## src/hw/rtc_map.vh

```
// Register indices, field positions, reset values and timing counts for the counter block
`ifndef RTC_MAP_VH
`define RTC_MAP_VH

// Register indices (byte address is four times the index)
`define RTC_IDX_COUNTER_CONTROL   5'h00
`define RTC_IDX_SYNC_STATUS       5'h01
`define RTC_IDX_IRQ_ENABLE        5'h02
`define RTC_IDX_IRQ_FLAGS         5'h03
`define RTC_IDX_WIDE_LATCH        5'h04
`define RTC_IDX_HALT_BEHAVIOUR    5'h05
`define RTC_IDX_ERROR_TRIM        5'h06
`define RTC_IDX_SOURCE_SELECT     5'h07
`define RTC_IDX_COUNT_VALUE       5'h08
`define RTC_IDX_WRAP_VALUE        5'h0A
`define RTC_IDX_MATCH_VALUE       5'h0C
`define RTC_IDX_PERIODIC_CONTROL  5'h10
`define RTC_IDX_PERIODIC_STATUS   5'h11
`define RTC_IDX_PERIODIC_IRQ_EN   5'h12
`define RTC_IDX_PERIODIC_IRQ_FLAG 5'h13
`define RTC_IDX_PERIODIC_HALT     5'h15

// Control fields
`define RTC_CTL_STANDBY_BIT   7
`define RTC_CTL_PRESC_HI      6
`define RTC_CTL_PRESC_LO      3
`define RTC_CTL_CORR_BIT      2
`define RTC_CTL_ENABLE_BIT    0
`define RTC_CTL_WRITE_MASK    8'hFD
`define RTC_PIT_PERIOD_HI     6
`define RTC_PIT_PERIOD_LO     3
`define RTC_PIT_ENABLE_BIT    0
`define RTC_PIT_WRITE_MASK    8'h79

// Status and flag bit positions
`define RTC_BUSY_MATCH        3
`define RTC_BUSY_WRAP         2
`define RTC_BUSY_COUNT        1
`define RTC_BUSY_CONTROL      0
`define RTC_IRQ_MATCH_BIT     1
`define RTC_IRQ_WRAP_BIT      0

// Reset values
`define RTC_RST_BYTE          8'h00
`define RTC_RST_WRAP          16'hFFFF
`define RTC_RST_WORD          16'h0000

// Counter clock ticks from register update to effect
`define RTC_SYNC_TICKS        2'h2

`endif

```

## src/hw/rtc_sync_edge.v

```verilog
// Two-flop synchroniser for the slow counter clock pin with rising-edge tick
`timescale 1ns/1ns
module rtc_sync_edge (
  // Clock and reset
  input  wire sys_clk,
  input  wire rst_n,
  // Asynchronous level in
  input  wire asyncIn,
  // Synchronised rising-edge pulse out
  output wire risePulse
);

  reg meta_r;
  reg stable_r;
  reg prev_r;

  // Only stable_r reads meta_r
  always @(posedge sys_clk) begin
    if (!rst_n) begin
      meta_r   <= 1'b0;
      stable_r <= 1'b0;
      prev_r   <= 1'b0;
    end else begin
      meta_r   <= asyncIn;
      stable_r <= meta_r;
      prev_r   <= stable_r;
    end
  end

  // One sys_clk pulse per counter clock rising edge
  assign risePulse = stable_r & ~prev_r;

endmodule // rtc_sync_edge

```

## src/hw/rtc_pit_core.v

```verilog
// Real-time counter and periodic timer with APB register slave
//
// Behaviour
// Counter and periodic timer advance only on slow counter clock ticks, not bus clock.
// Status holds match, wrap, count and control busy flags at bits 3..0.
// Periodic status bit 0 is busy while periodic control crosses over.
// Software waits for the busy flag to clear before rewriting that register.
// Run-when-halted set keeps the counter counting during CPU debug halt.
// Run-when-halted clear stops the counter and its events during halt.
// Periodic output forced low during halt unless its own run bit set.
// Resuming with output high yields a fresh rising edge, one extra flag.
// Resuming with output low stays low, no additional flag.
// Prescaler field 6:3 divides counter clock by two to that power.
// Control writes reach the counter side two counter clock ticks later.
// Control bit 7 keeps the counter running in standby, clear disables it.
// Control bit 2 enables crystal error correction of the prescaler.
// Control bit 0 enables the counter; control resets to zero.
// Interrupt enable bit 1 match, bit 0 wrap; resets to zero.
// Match flag bit 1 sets on count equal compare; write one clears.
// Wrap flag bit 0 sets when count reaches period and wraps; write one clears.
// Interrupt request high while enable and flag both set, until flag cleared.
// Shared prescaler stops when both functions disabled, runs if either enabled.
// Busy sets on bus write, clears after capture and returned acknowledge.
//
// The APB slave port was decided locally.
`timescale 1ns/1ns
`include "rtc_map.vh"
module rtc_pit_core #(
  parameter CNT_W  = 16,
  parameter PRE_W  = 15,
  parameter CORR_W = 20
) (
  // Clock and reset
  input  wire        sys_clk,
  input  wire        rst_n,
  // APB slave
  input  wire        psel,
  input  wire        penable,
  input  wire        pwrite,
  input  wire [7:0]  paddr,
  input  wire [31:0] pwdata,
  output wire        pready,
  output reg  [31:0] prdata,
  output wire        pslverr,
  // Slow counter clock pin
  input  wire        counterClk,
  // System state from the same clock domain
  input  wire        cpuHalted,
  input  wire        standbySleep,
  // Requests and periodic output
  output wire        counterIrq,
  output wire        periodicIrq,
  output reg         periodicOut
);

  ////////////////////////////////////////////////////////////////////////////
  // Bus-side registers
  reg [7:0]       control_r;
  reg [1:0]       irqEnable_r;
  reg [1:0]       irqFlags_r;
  reg [7:0]       wideLatch_r;
  reg             runHalted_r;
  reg [7:0]       errorTrim_r;
  reg [1:0]       sourceSel_r;
  reg [CNT_W-1:0] countWr_r;
  reg [CNT_W-1:0] wrapWr_r;
  reg [CNT_W-1:0] matchWr_r;
  reg [7:0]       periodic_r;
  reg             periodicIrqEn_r;
  reg             periodicFlag_r;
  reg             periodicRunHalted_r;

  // Sync state: index 0 control, 1 count, 2 wrap, 3 match, 4 periodic
  reg [4:0]       busy_r;
  reg [9:0]       stage_r;

  // Counter-side shadows
  reg [7:0]       ctlShadow_r;
  reg [7:0]       pitShadow_r;
  reg [CNT_W-1:0] wrapShadow_r;
  reg [CNT_W-1:0] matchShadow_r;
  reg [CNT_W-1:0] count_r;
  reg [PRE_W-1:0] presc_r;
  reg [CORR_W-1:0] corrCnt_r;
  reg             corrActive_r;

  wire            slowTick;
  wire [4:0]      busEnd;
  wire [4:0]      loadNow;
  wire            setupRd;
  wire            accessWr;
  wire [4:0]      regIdx;
  wire            wordAligned;

  ////////////////////////////////////////////////////////////////////////////
  // Counter clock pin crossing
  rtc_sync_edge uSync (
    .sys_clk   (sys_clk),
    .rst_n     (rst_n),
    .asyncIn   (counterClk),
    .risePulse (slowTick)
  );

  ////////////////////////////////////////////////////////////////////////////
  // APB decode: no wait states, writes land in the access cycle
  assign pready      = psel & penable;
  assign pslverr     = 1'b0;
  assign setupRd     = psel & ~penable & ~pwrite;
  assign accessWr    = psel & penable & pwrite;
  assign regIdx      = paddr[6:2];
  assign wordAligned = (paddr[1:0] == 2'h0) & ~paddr[7];

  // Decode a write strobe for one register index
  function wrHit;
    input [4:0] idx;
    input [4:0] want;
    input       strobe;
    input       aligned;
    begin
      wrHit = strobe & aligned & (idx == want);
    end
  endfunction

  // Advance a sync stage on counter ticks; stage 2 is the returned ack
  function [1:0] stageNext;
    input       busy;
    input [1:0] stage;
    input       tick;
    begin
      if (!busy) begin
        stageNext = 2'h0;
      end else if (stage == `RTC_SYNC_TICKS) begin
        stageNext = 2'h0;
      end else if (tick) begin
        stageNext = stage + 2'h1;
      end else begin
        stageNext = stage;
      end
    end
  endfunction

  assign busEnd[0] = wrHit(regIdx, `RTC_IDX_COUNTER_CONTROL, accessWr, wordAligned);
  assign busEnd[1] = wrHit(regIdx, `RTC_IDX_COUNT_VALUE, accessWr, wordAligned);
  assign busEnd[2] = wrHit(regIdx, `RTC_IDX_WRAP_VALUE, accessWr, wordAligned);
  assign busEnd[3] = wrHit(regIdx, `RTC_IDX_MATCH_VALUE, accessWr, wordAligned);
  assign busEnd[4] = wrHit(regIdx, `RTC_IDX_PERIODIC_CONTROL, accessWr, wordAligned);

  ////////////////////////////////////////////////////////////////////////////
  // Read data captured in the setup cycle
  always @(posedge sys_clk) begin
    if (!rst_n) begin
      prdata <= 32'h00000000;
    end else if (setupRd) begin
      prdata <= 32'h00000000;
      if (wordAligned) begin
        case (regIdx)
          `RTC_IDX_COUNTER_CONTROL:   prdata[7:0] <= control_r;
          `RTC_IDX_SYNC_STATUS:       prdata[3:0] <= {busy_r[3], busy_r[2], busy_r[1],
                                                      busy_r[0]};
          `RTC_IDX_IRQ_ENABLE:        prdata[1:0] <= irqEnable_r;
          `RTC_IDX_IRQ_FLAGS:         prdata[1:0] <= irqFlags_r;
          `RTC_IDX_WIDE_LATCH:        prdata[7:0] <= wideLatch_r;
          `RTC_IDX_HALT_BEHAVIOUR:    prdata[0]   <= runHalted_r;
          `RTC_IDX_ERROR_TRIM:        prdata[7:0] <= errorTrim_r;
          `RTC_IDX_SOURCE_SELECT:     prdata[1:0] <= sourceSel_r;
          `RTC_IDX_COUNT_VALUE:       prdata[CNT_W-1:0] <= count_r;
          `RTC_IDX_WRAP_VALUE:        prdata[CNT_W-1:0] <= wrapWr_r;
          `RTC_IDX_MATCH_VALUE:       prdata[CNT_W-1:0] <= matchWr_r;
          `RTC_IDX_PERIODIC_CONTROL:  prdata[7:0] <= periodic_r;
          `RTC_IDX_PERIODIC_STATUS:   prdata[0]   <= busy_r[4];
          `RTC_IDX_PERIODIC_IRQ_EN:   prdata[0]   <= periodicIrqEn_r;
          `RTC_IDX_PERIODIC_IRQ_FLAG: prdata[0]   <= periodicFlag_r;
          `RTC_IDX_PERIODIC_HALT:     prdata[0]   <= periodicRunHalted_r;
          default:                    prdata      <= 32'h00000000;
        endcase
      end
    end
  end

  ////////////////////////////////////////////////////////////////////////////
  // Plain bus-side configuration registers
  always @(posedge sys_clk) begin
    if (!rst_n) begin
      control_r           <= `RTC_RST_BYTE;
      irqEnable_r         <= 2'h0;
      wideLatch_r         <= `RTC_RST_BYTE;
      runHalted_r         <= 1'b0;
      errorTrim_r         <= `RTC_RST_BYTE;
      sourceSel_r         <= 2'h0;
      countWr_r           <= `RTC_RST_WORD;
      wrapWr_r            <= `RTC_RST_WRAP;
      matchWr_r           <= `RTC_RST_WORD;
      periodic_r          <= `RTC_RST_BYTE;
      periodicIrqEn_r     <= 1'b0;
      periodicRunHalted_r <= 1'b0;
    end else begin
      if (busEnd[0]) begin
        control_r <= pwdata[7:0] & `RTC_CTL_WRITE_MASK;
      end
      if (wrHit(regIdx, `RTC_IDX_IRQ_ENABLE, accessWr, wordAligned)) begin
        irqEnable_r <= pwdata[1:0];
      end
      if (wrHit(regIdx, `RTC_IDX_WIDE_LATCH, accessWr, wordAligned)) begin
        wideLatch_r <= pwdata[7:0];
      end
      if (wrHit(regIdx, `RTC_IDX_HALT_BEHAVIOUR, accessWr, wordAligned)) begin
        runHalted_r <= pwdata[0];
      end
      if (wrHit(regIdx, `RTC_IDX_ERROR_TRIM, accessWr, wordAligned)) begin
        errorTrim_r <= pwdata[7:0];
      end
      if (wrHit(regIdx, `RTC_IDX_SOURCE_SELECT, accessWr, wordAligned)) begin
        sourceSel_r <= pwdata[1:0];
      end
      if (busEnd[1]) begin
        countWr_r <= pwdata[CNT_W-1:0];
      end
      if (busEnd[2]) begin
        wrapWr_r <= pwdata[CNT_W-1:0];
      end
      if (busEnd[3]) begin
        matchWr_r <= pwdata[CNT_W-1:0];
      end
      if (busEnd[4]) begin
        periodic_r <= pwdata[7:0] & `RTC_PIT_WRITE_MASK;
      end
      if (wrHit(regIdx, `RTC_IDX_PERIODIC_IRQ_EN, accessWr, wordAligned)) begin
        periodicIrqEn_r <= pwdata[0];
      end
      if (wrHit(regIdx, `RTC_IDX_PERIODIC_HALT, accessWr, wordAligned)) begin
        periodicRunHalted_r <= pwdata[0];
      end
    end
  end

  ////////////////////////////////////////////////////////////////////////////
  // Busy flags: set on write, load after two ticks, clear on the ack stage
  genvar gi;
  generate
    for (gi = 0; gi < 5; gi = gi + 1) begin : gSync
      assign loadNow[gi] = busy_r[gi] & slowTick
                         & (stage_r[2*gi+1:2*gi] == `RTC_SYNC_TICKS - 2'h1);
      always @(posedge sys_clk) begin
        if (!rst_n) begin
          busy_r[gi]            <= 1'b0;
          stage_r[2*gi+1:2*gi]  <= 2'h0;
        end else if (busEnd[gi]) begin
          busy_r[gi]            <= 1'b1;
          stage_r[2*gi+1:2*gi]  <= 2'h0;
        end else begin
          if (busy_r[gi] && stage_r[2*gi+1:2*gi] == `RTC_SYNC_TICKS) begin
            busy_r[gi] <= 1'b0;
          end
          stage_r[2*gi+1:2*gi]  <= stageNext(busy_r[gi], stage_r[2*gi+1:2*gi], slowTick);
        end
      end
    end
  endgenerate

  ////////////////////////////////////////////////////////////////////////////
  // Counter-side decode
  wire [3:0] prescSel  = ctlShadow_r[`RTC_CTL_PRESC_HI:`RTC_CTL_PRESC_LO];
  wire [3:0] periodSel = pitShadow_r[`RTC_PIT_PERIOD_HI:`RTC_PIT_PERIOD_LO];
  wire       cntOn     = ctlShadow_r[`RTC_CTL_ENABLE_BIT];
  wire       pitOn     = pitShadow_r[`RTC_PIT_ENABLE_BIT];
  wire       prescRun  = cntOn | pitOn;
  wire       cntHalt   = cpuHalted & ~runHalted_r;
  wire       cntSleep  = standbySleep & ~ctlShadow_r[`RTC_CTL_STANDBY_BIT];
  wire       cntRun    = cntOn & ~cntHalt & ~cntSleep;
  wire       pitHalt   = cpuHalted & ~periodicRunHalted_r;

  // Division by two to the field: tick when low bits of prescaler are all ones
  wire [PRE_W:0] lowMask = ({{PRE_W{1'b0}}, 1'b1} << prescSel) - {{PRE_W{1'b0}}, 1'b1};
  wire       divHit    = ((presc_r & lowMask[PRE_W-1:0]) == lowMask[PRE_W-1:0]);

  // Correction slots at the start of the interval, one per 8192 ticks for the first corrErr slots
  wire [6:0] corrErr   = errorTrim_r[6:0];
  wire       corrSign  = errorTrim_r[7];
  wire       corrSlot  = (corrCnt_r[12:0] == 13'h0000) & (corrCnt_r[19:13] < corrErr);
  wire       doCorr    = corrActive_r & corrSlot & slowTick;

  // A skipped prescaler step also holds the count tick; a doubled step still ticks the count once
  wire       cntTick   = slowTick & cntRun & divHit & ~(doCorr & ~corrSign);

  ////////////////////////////////////////////////////////////////////////////
  // Shadow loads and shared prescaler
  always @(posedge sys_clk) begin
    if (!rst_n) begin
      ctlShadow_r   <= `RTC_RST_BYTE;
      pitShadow_r   <= `RTC_RST_BYTE;
      wrapShadow_r  <= `RTC_RST_WRAP;
      matchShadow_r <= `RTC_RST_WORD;
      presc_r       <= {PRE_W{1'b0}};
      corrCnt_r     <= {CORR_W{1'b0}};
      corrActive_r  <= 1'b0;
    end else begin
      if (loadNow[0]) ctlShadow_r   <= control_r;
      if (loadNow[2]) wrapShadow_r  <= wrapWr_r;
      if (loadNow[3]) matchShadow_r <= matchWr_r;
      if (loadNow[4]) pitShadow_r   <= periodic_r;
      // Ongoing interval finishes before correction turns off
      if (ctlShadow_r[`RTC_CTL_CORR_BIT]) begin
        corrActive_r <= 1'b1;
      end else if (slowTick && corrCnt_r == {CORR_W{1'b1}}) begin
        corrActive_r <= 1'b0;
      end
      if (!prescRun) begin
        presc_r <= {PRE_W{1'b0}};
      end else if (slowTick) begin
        corrCnt_r <= corrCnt_r + {{(CORR_W-1){1'b0}}, 1'b1};
        if (doCorr && !corrSign) begin
          presc_r <= presc_r; // Slower: hold one step
        end else if (doCorr) begin
          presc_r <= presc_r + {{(PRE_W-2){1'b0}}, 2'h2}; // Faster: extra step
        end else begin
          presc_r <= presc_r + {{(PRE_W-1){1'b0}}, 1'b1};
        end
      end
    end
  end

  ////////////////////////////////////////////////////////////////////////////
  // Count, wrap and match; set wins over software clear
  wire wrapNow  = cntTick & (count_r == wrapShadow_r);
  wire matchNow = cntTick & (count_r == matchShadow_r);
  wire [1:0] flagClr = wrHit(regIdx, `RTC_IDX_IRQ_FLAGS, accessWr, wordAligned)
                     ? pwdata[1:0] : 2'h0;

  always @(posedge sys_clk) begin
    if (!rst_n) begin
      count_r    <= `RTC_RST_WORD;
      irqFlags_r <= 2'h0;
    end else begin
      if (loadNow[1]) begin
        count_r <= countWr_r;
      end else if (wrapNow) begin
        count_r <= {CNT_W{1'b0}};
      end else if (cntTick) begin
        count_r <= count_r + {{(CNT_W-1){1'b0}}, 1'b1};
      end
      irqFlags_r[`RTC_IRQ_MATCH_BIT] <= matchNow
                                      | (irqFlags_r[`RTC_IRQ_MATCH_BIT]
                                         & ~flagClr[`RTC_IRQ_MATCH_BIT]);
      irqFlags_r[`RTC_IRQ_WRAP_BIT]  <= wrapNow
                                      | (irqFlags_r[`RTC_IRQ_WRAP_BIT]
                                         & ~flagClr[`RTC_IRQ_WRAP_BIT]);
    end
  end

  ////////////////////////////////////////////////////////////////////////////
  // Periodic output: code k follows prescaler bit k-1, code 0 stays low
  wire [3:0] pitBit  = periodSel - 4'h1;
  wire       pitRaw  = pitOn & (periodSel != 4'h0) & (pitBit < PRE_W) & presc_r[pitBit];
  wire       pitGate = pitRaw & ~pitHalt;
  wire       pitClr  = wrHit(regIdx, `RTC_IDX_PERIODIC_IRQ_FLAG, accessWr, wordAligned)
                     & pwdata[0];
  wire       pitRise = pitGate & ~periodicOut;

  always @(posedge sys_clk) begin
    if (!rst_n) begin
      periodicOut    <= 1'b0;
      periodicFlag_r <= 1'b0;
    end else begin
      periodicOut    <= pitGate;
      periodicFlag_r <= pitRise | (periodicFlag_r & ~pitClr);
    end
  end

  ////////////////////////////////////////////////////////////////////////////
  // Requests held until the flag is cleared
  assign counterIrq  = |(irqEnable_r & irqFlags_r);
  assign periodicIrq = periodicIrqEn_r & periodicFlag_r;

endmodule // rtc_pit_core

```

## config.mk

```make
export PLATFORM = sky130hd
export DESIGN_NAME = rtc_pit_core
export DESIGN_NICKNAME = d
export VERILOG_FILES = /design/src/hw/rtc_sync_edge.v /design/src/hw/rtc_pit_core.v
export VERILOG_INCLUDE_DIRS = /design/src /design/src/hw
export SDC_FILE = /design/constraint.sdc
export NUM_CORES = 1
export LEC_CHECK = 0
export BUFFER_PORTS_ARGS = -buffer_cell sky130_fd_sc_hd__buf_2
export CAP_MARGIN = 10
export CORE_ASPECT_RATIO = 2
export CORE_MARGIN = 2
export CORE_UTILIZATION = 40
export CTS_BUF_LIST = sky130_fd_sc_hd__clkbuf_8 sky130_fd_sc_hd__clkbuf_16
export DETAILED_ROUTE_END_ITERATION = 10
export PLACE_DENSITY = 0.65
export SLEW_MARGIN = 20
export SYNTH_ARGS = -nofsm -noshare
export SYNTH_HDL_FRONTEND = slang
export SYNTH_SLANG_ARGS = --single-unit
```

## constraint.sdc

```tcl
create_clock -name sys_clk -period 4.6 [get_ports sys_clk]
set_clock_uncertainty 0.1 [all_clocks]
set_input_delay 0.46 -clock sys_clk [delete_from_list [all_inputs] [get_ports sys_clk]]
set_output_delay 0.46 -clock sys_clk [all_outputs]
set_load 0.02 [all_outputs]
```

==> results of run 1 <==
worst max-delay path: stages (launching register included):
cell	delay (ps)
dfxtp_1	600
nor3_1	130
nand2_1	100
ha_1	290
nor3_1	80
a21o_1	160
a222oi_1	190
and4b_1	390
and4_1	870
mux2i_1	270
state kept, by name, indices dropped and copies added (netlist names), 8 cells and up:
name	flops
corrCnt_r	20
countWr_r	16
count_r	16
matchShadow_r	16
matchWr_r	16
prdata	16
wrapShadow_r	16
wrapWr_r	16
presc_r	15
stage_r	10
errorTrim_r	8
wideLatch_r	8
how the worst min path moves through the flow:
stage,depth (start not counted),to,slack (ps)
finish,2,uSync.meta_r,60
global route,2,uSync.meta_r,70
CTS,2,uSync.meta_r,50
detailed placement,1,periodicFlag_r,330
global placement,1,uSync.stable_r,330
floorplan,1,uSync.stable_r,310
power by group:
group | switching, mW | total, mW | internal (mW)
registers | 0.000733 | 1.88 | 1.88
logic | 0.113 | 0.157 | 0.0449
clock network | 0.777 | 1.90 | 1.12
synthesized netlist by cell type, types with 3 or more instances:
master / number
nand2_1: 302
dfxtp_1: 217
a21boi_1: 80
nand3_1: 78
clkbuf_1: 73
mux2i_1: 63
xnor2_1: 58
nor2b_1: 38
nor2_1: 32
and2_1: 30
inv_1: 26
a21oi_1: 25
ha_1: 24
nand4_1: 24
o21ai_1: 23
o21ai_0: 22
buf_4: 18
mux2_2: 18
and3_1: 13
or3_1: 13
buf_2: 12
xor2_1: 11
a22oi_1: 10
nor3_1: 10
a21boi_0: 9
and4_1: 9
o21a_1: 7
a211oi_1: 6
buf_1: 6
nand2b_1: 6
o221ai_1: 6
a21o_1: 5
a221oi_1: 5
nor4_1: 5
a22o_1: 4
o211ai_1: 4
or4_1: 4
mux4_2: 3
nor3_2: 3
nor4b_1: 3
nor4b_2: 3
o22ai_1: 3
logic make-up (layout without fill, tap and decap cells):
kind of cell / Yosys count / count (layout) / share of synthesized area [%]
buf+inv: 139 / 128 / 5.515
other cells: 1 / 17 / 0.03339
simple gates: 588 / 588 / 25.39
fa+ha+maj: 24 / 24 / 2.674
mux: 85 / 85 / 8.122
flops: 217 / 217 / 38.69
xor+xnor: 69 / 69 / 5.382
compound gates: 229 / 229 / 14.20
stage by stage:
step                      worst slack, ps  util, %  std cells  hold slack, ps
after global placement               1441    41.95       1671           325.2
after floorplan                      2000        -       1368           311.9
after CTS                            1305    44.64       1709           47.77
after global routing                997.0    44.67       1709           70.83
after detailed placement             1328    41.95       1671           333.8
final                                1321    44.67       1709           62.48
per-layer routing:
| layer | global-route usage (%) | part of all wire (%) |
|---|---|---|
| met3 | 1.678 | 3.2 |
| met5 | 0 | 0 |
| met1 | 21.94 | 35 |
| met2 | 40.56 | 55 |
| met4 | 13.83 | 6.7 |
area by class of cell:
type                    instances  area [um2]  area share, %
repair buffers                 62       340.3          2.766
multi-input cells            1012        6332          51.46
flip-flops and latches        217        4344          35.31
clock buffers                  21       525.5          4.271
clock inverters                17       216.5          1.759
well taps                     352       440.4          3.579
inverters                      28       105.1         0.8542
==> impl_metrics.ini, run 1 <==
[setup_path]
start_kind = flop
critPathArrivalTime_ps = 3610
critPathMaxFanout = 15
crit_end = count_r[2]
required_ps = 4930
startpoint = ctlShadow_r[5]
path_class = reg -> reg
r2r_slack_ps = 1320
end_kind = flop
worstReg2RegStart = ctlShadow_r[5]
reg2reg_to = count_r[2]
reg2reg_depth = 9

[clock_network]
cts_tree = built
clockBufferDepth = 3
cts-resized-gates = 0
clock_sinks = 217
numCtsBuffers = 21
cts_root_buffer = clkbuf_16
postCtsSetupBuffers = 0
clkTransAtPathRegs_ps = 70
htree_levels = 1
cts_hold_buf = 0
clkLatencyLatePin_ps = 520

[layout]
stdcell_area_mm2 = 0.01230
diodes = 0
fill_cells = 2791
final_common_cell = nand2_1
most-common-layout-cells = 302 x nand2_1, 217 x dfxtp_1, 80 x a21boi_1, 78 x nand3_1, 63 x mux2i_1
syn_to_final_growth_pct = 9.571
final_nets = 1414
drive_gt1_share_pct = 9.801

[floorplan]
fp.dieArea_mm2 = 0.02951
num_rows = 86
start_util_pct = 40.77
die_y_um = 241.0
coreArea_mm2 = 0.02755
die_w_um = 122.5
ioPinCount = 85

[synth]
synth-seq-cells = 217
synthTopCellsByArea = dfxtp_1 39%, nand2_1 10%, mux2i_1 5.6%
synth_top_area_share_pct = 38.69
synth_edf_count = 0
syn_inst = 1352
syn_area_mm2 = 0.01123
synth_top_area_cell = dfxtp_1
ys_seq_area_share_pct = 38.69
ys.flop_type = dfxtp_1
async_reset_ff_share_pct = 0
syn_avg_cell_area_um2 = 8.306
synth_warnings = 0
ys_types = 71

[global_routing]
grt_usage_pct = 21.40
grt_max_degree = 81
overflow = 0
antenna_found_initial = 0
grt_first_pass_wirelength_um = 49110
first_global_vias = 9129

[worst_hold_path]
hold_start = counterClk
hold_class = in -> reg

[sta]
min_period_over_period_pct = 71.28
period_needed_ps = 3279
tightestPinTransition_ps = 952.0
rsz0062_at_grt = false
finalMaxSlewViolations = 0
hold_viol_final = 0
fin_tns_setup_ps = 0
setup_violations = 0
slew_headroom_pct = 34.72
fmax_mhz = 305.0

[power]
vdd_drop_max_mv = 0.2869
power_mw = 3.934
power.density_mw_per_mm2 = 319.8
p_leak_nw = 4.464

[place]
gp_congestion = 0.8837
dpl.hpwl_um = 22550
port_buffers = 51
placed_cell_area_mm2 = 0.01156

[detailed_routing]
drt_first_pass_iters = 6
routed_via_density = 5.527
vias = 9445
wl_per_cell_um = 18.35
drc = 0
wl_um = 31360
antenna_left = 0
drt_iter0_markers = 499

[run_status]
status = finished, final reports clean

[job]
cap_violations = 0
(Power assumes the default switching activity.)
==> run 2: changes to the inputs <==
clock period = 3.2 ns   (was 4.6 ns; I/O delays follow)
==> run 2 against run 1 <==
Worst hold slack lost 57 ps. Critical path type unchanged. Via count grew 1.0%. Sequential cell count is the same. Non-clock buffer count grew 35.
==> impl_metrics.ini, run 2 (synthesized netlist as in run 1, its figures left out) <==
[sta]
finalMaxSlewViolations = 0
rsz0062_at_grt = false
hold_viol_final = 0
fmax_mhz = 361.2
tightestPinTransition_ps = 836.6
setup_violations = 0
slew_headroom_pct = 44.23
min_period_over_period_pct = 86.52
fin_tns_setup_ps = 0
period_needed_ps = 2769

[layout]
drive_gt1_share_pct = 11.35
regMostFlops = corrCnt_r
syn_to_final_growth_pct = 11.98
final_nets = 1449
fill_cells = 2785
largest_register_ffs = 20
regArea_mm2 = 0.004344
stdcell_count = 1744
diodes = 0
final_common_cell = nand2_1
multi_input_area_mm2 = 0.006326
most-common-layout-cells = 302 x nand2_1, 217 x dfxtp_1, 80 x a21boi_1, 78 x nand3_1, 63 x mux2i_1

[floorplan]
die_w_um = 122.5
ioPinCount = 85
num_rows = 86
coreArea_mm2 = 0.02755
die_y_um = 241.0
start_util_pct = 40.77
fp.dieArea_mm2 = 0.02951

[place]
dp.cells = 1699
gp_congestion = 0.9058
port_buffers = 51
dpl.hpwl_um = 23540

[run_status]
status = finished, final reports clean

[detailed_routing]
wl_per_cell_um = 18.51
vias = 9543
drt_iter0_markers = 533
drt_first_pass_iters = 5
antenna_left = 0
routed_via_density = 5.472
drc = 0
wl_um = 32280

[setup_path]
r2r_slack_ps = 430
critPathArrivalTime_ps = 3110
end_kind = flop
critPathMaxFanout = 15
start_kind = flop
path_class = reg -> reg
required_ps = 3540

[clock_network]
clock_sinks = 217
clockBufferDepth = 3
postCtsSetupBuffers = 0
cts_tree = built
clkTransAtPathRegs_ps = 70
htree_levels = 1
clkLatencyLatePin_ps = 530
cts_root_buffer = clkbuf_16
numCtsBuffers = 21

[global_routing]
grt_first_pass_wirelength_um = 50760
antenna_found_initial = 0
first_global_vias = 9422
grt_max_degree = 61
overflow = 0
grt_usage_pct = 22.16

[power]
power_mw = 5.644
p_leak_nw = 4.635
power.density_mw_per_mm2 = 448.8
vdd_drop_max_mv = 0.3923

[job]
cap_violations = 0

[worst_hold_path]
hold_class = in -> reg
## run 2: cell type report
type	count	share of cell area, %
Clock buffer	23	4.398
Clock inverter	15	1.473
Inverter	28	0.8358
Multi-Input combinational cell	1012	50.31
Sequential cell	217	34.55
Tap cell	352	3.502
Timing Repair Buffer	97	4.935
## run 2: through the flow
| step | instance area, um2 | setup WS (ps) | hold WS [ps] | util (%) |
|---|---|---|---|---|
| global placement | 11770 | 559.5 | 324.4 | 42.71 |
| detailed placement | 11770 | 474.7 | 337.4 | 42.71 |
| global route | 12570 | 135.7 | 2.951 | 45.65 |
| CTS | 12570 | 444.3 | 1.724 | 45.65 |
| floorplan | 11290 | 600.0 | 311.9 | - |
| finish | 12570 | 431.4 | 5.116 | 45.65 |
## run 2: power breakdown
part,leakage (nW),switching (mW),total (mW),internal [mW]
Sequential,1.75,0.00103,2.70,2.70
Clock,0.375,1.12,2.70,1.58
Combinational,2.51,0.163,0.239,0.0757
Total,4.64,1.29,5.64,4.36
## run 2: worst paths after layout
path | from | end | cells after the start
worst min-delay path | pwdata[8] | matchWr_r[8] | 3
worst max register to register | ctlShadow_r[5] | count_r[11] | 10
worst min register to register | uSync.meta_r | uSync.stable_r | 1
worst max-delay path | ctlShadow_r[5] | count_r[11] | 10
## run 2: per-layer routing
layer	track usage (%)	vias up	wire [um]
met5	0	-	0
met4	15.88	0	2450
met3	1.938	103	1055
met2	41.40	260	17270
met1	22.47	4531	11510
li1	-	4649	-
## run 2: timing repair
item                                    CTS  global route
endpoints found under the setup margin    0             0
endpoints found under the hold margin    16             0
hold buffers                              7             0
resized for setup                         0             0
## run 2: worst max-delay path: stages, from the launching register on
cell and delay, ps:
dfxtp_1 590, nor3_1 130, nand2_1 100, ha_1 310, nor3_1 80, a21o_1 170, a222oi_1 210, and4b_1 280
and4_1 210, buf_4 290, mux2i_1 230
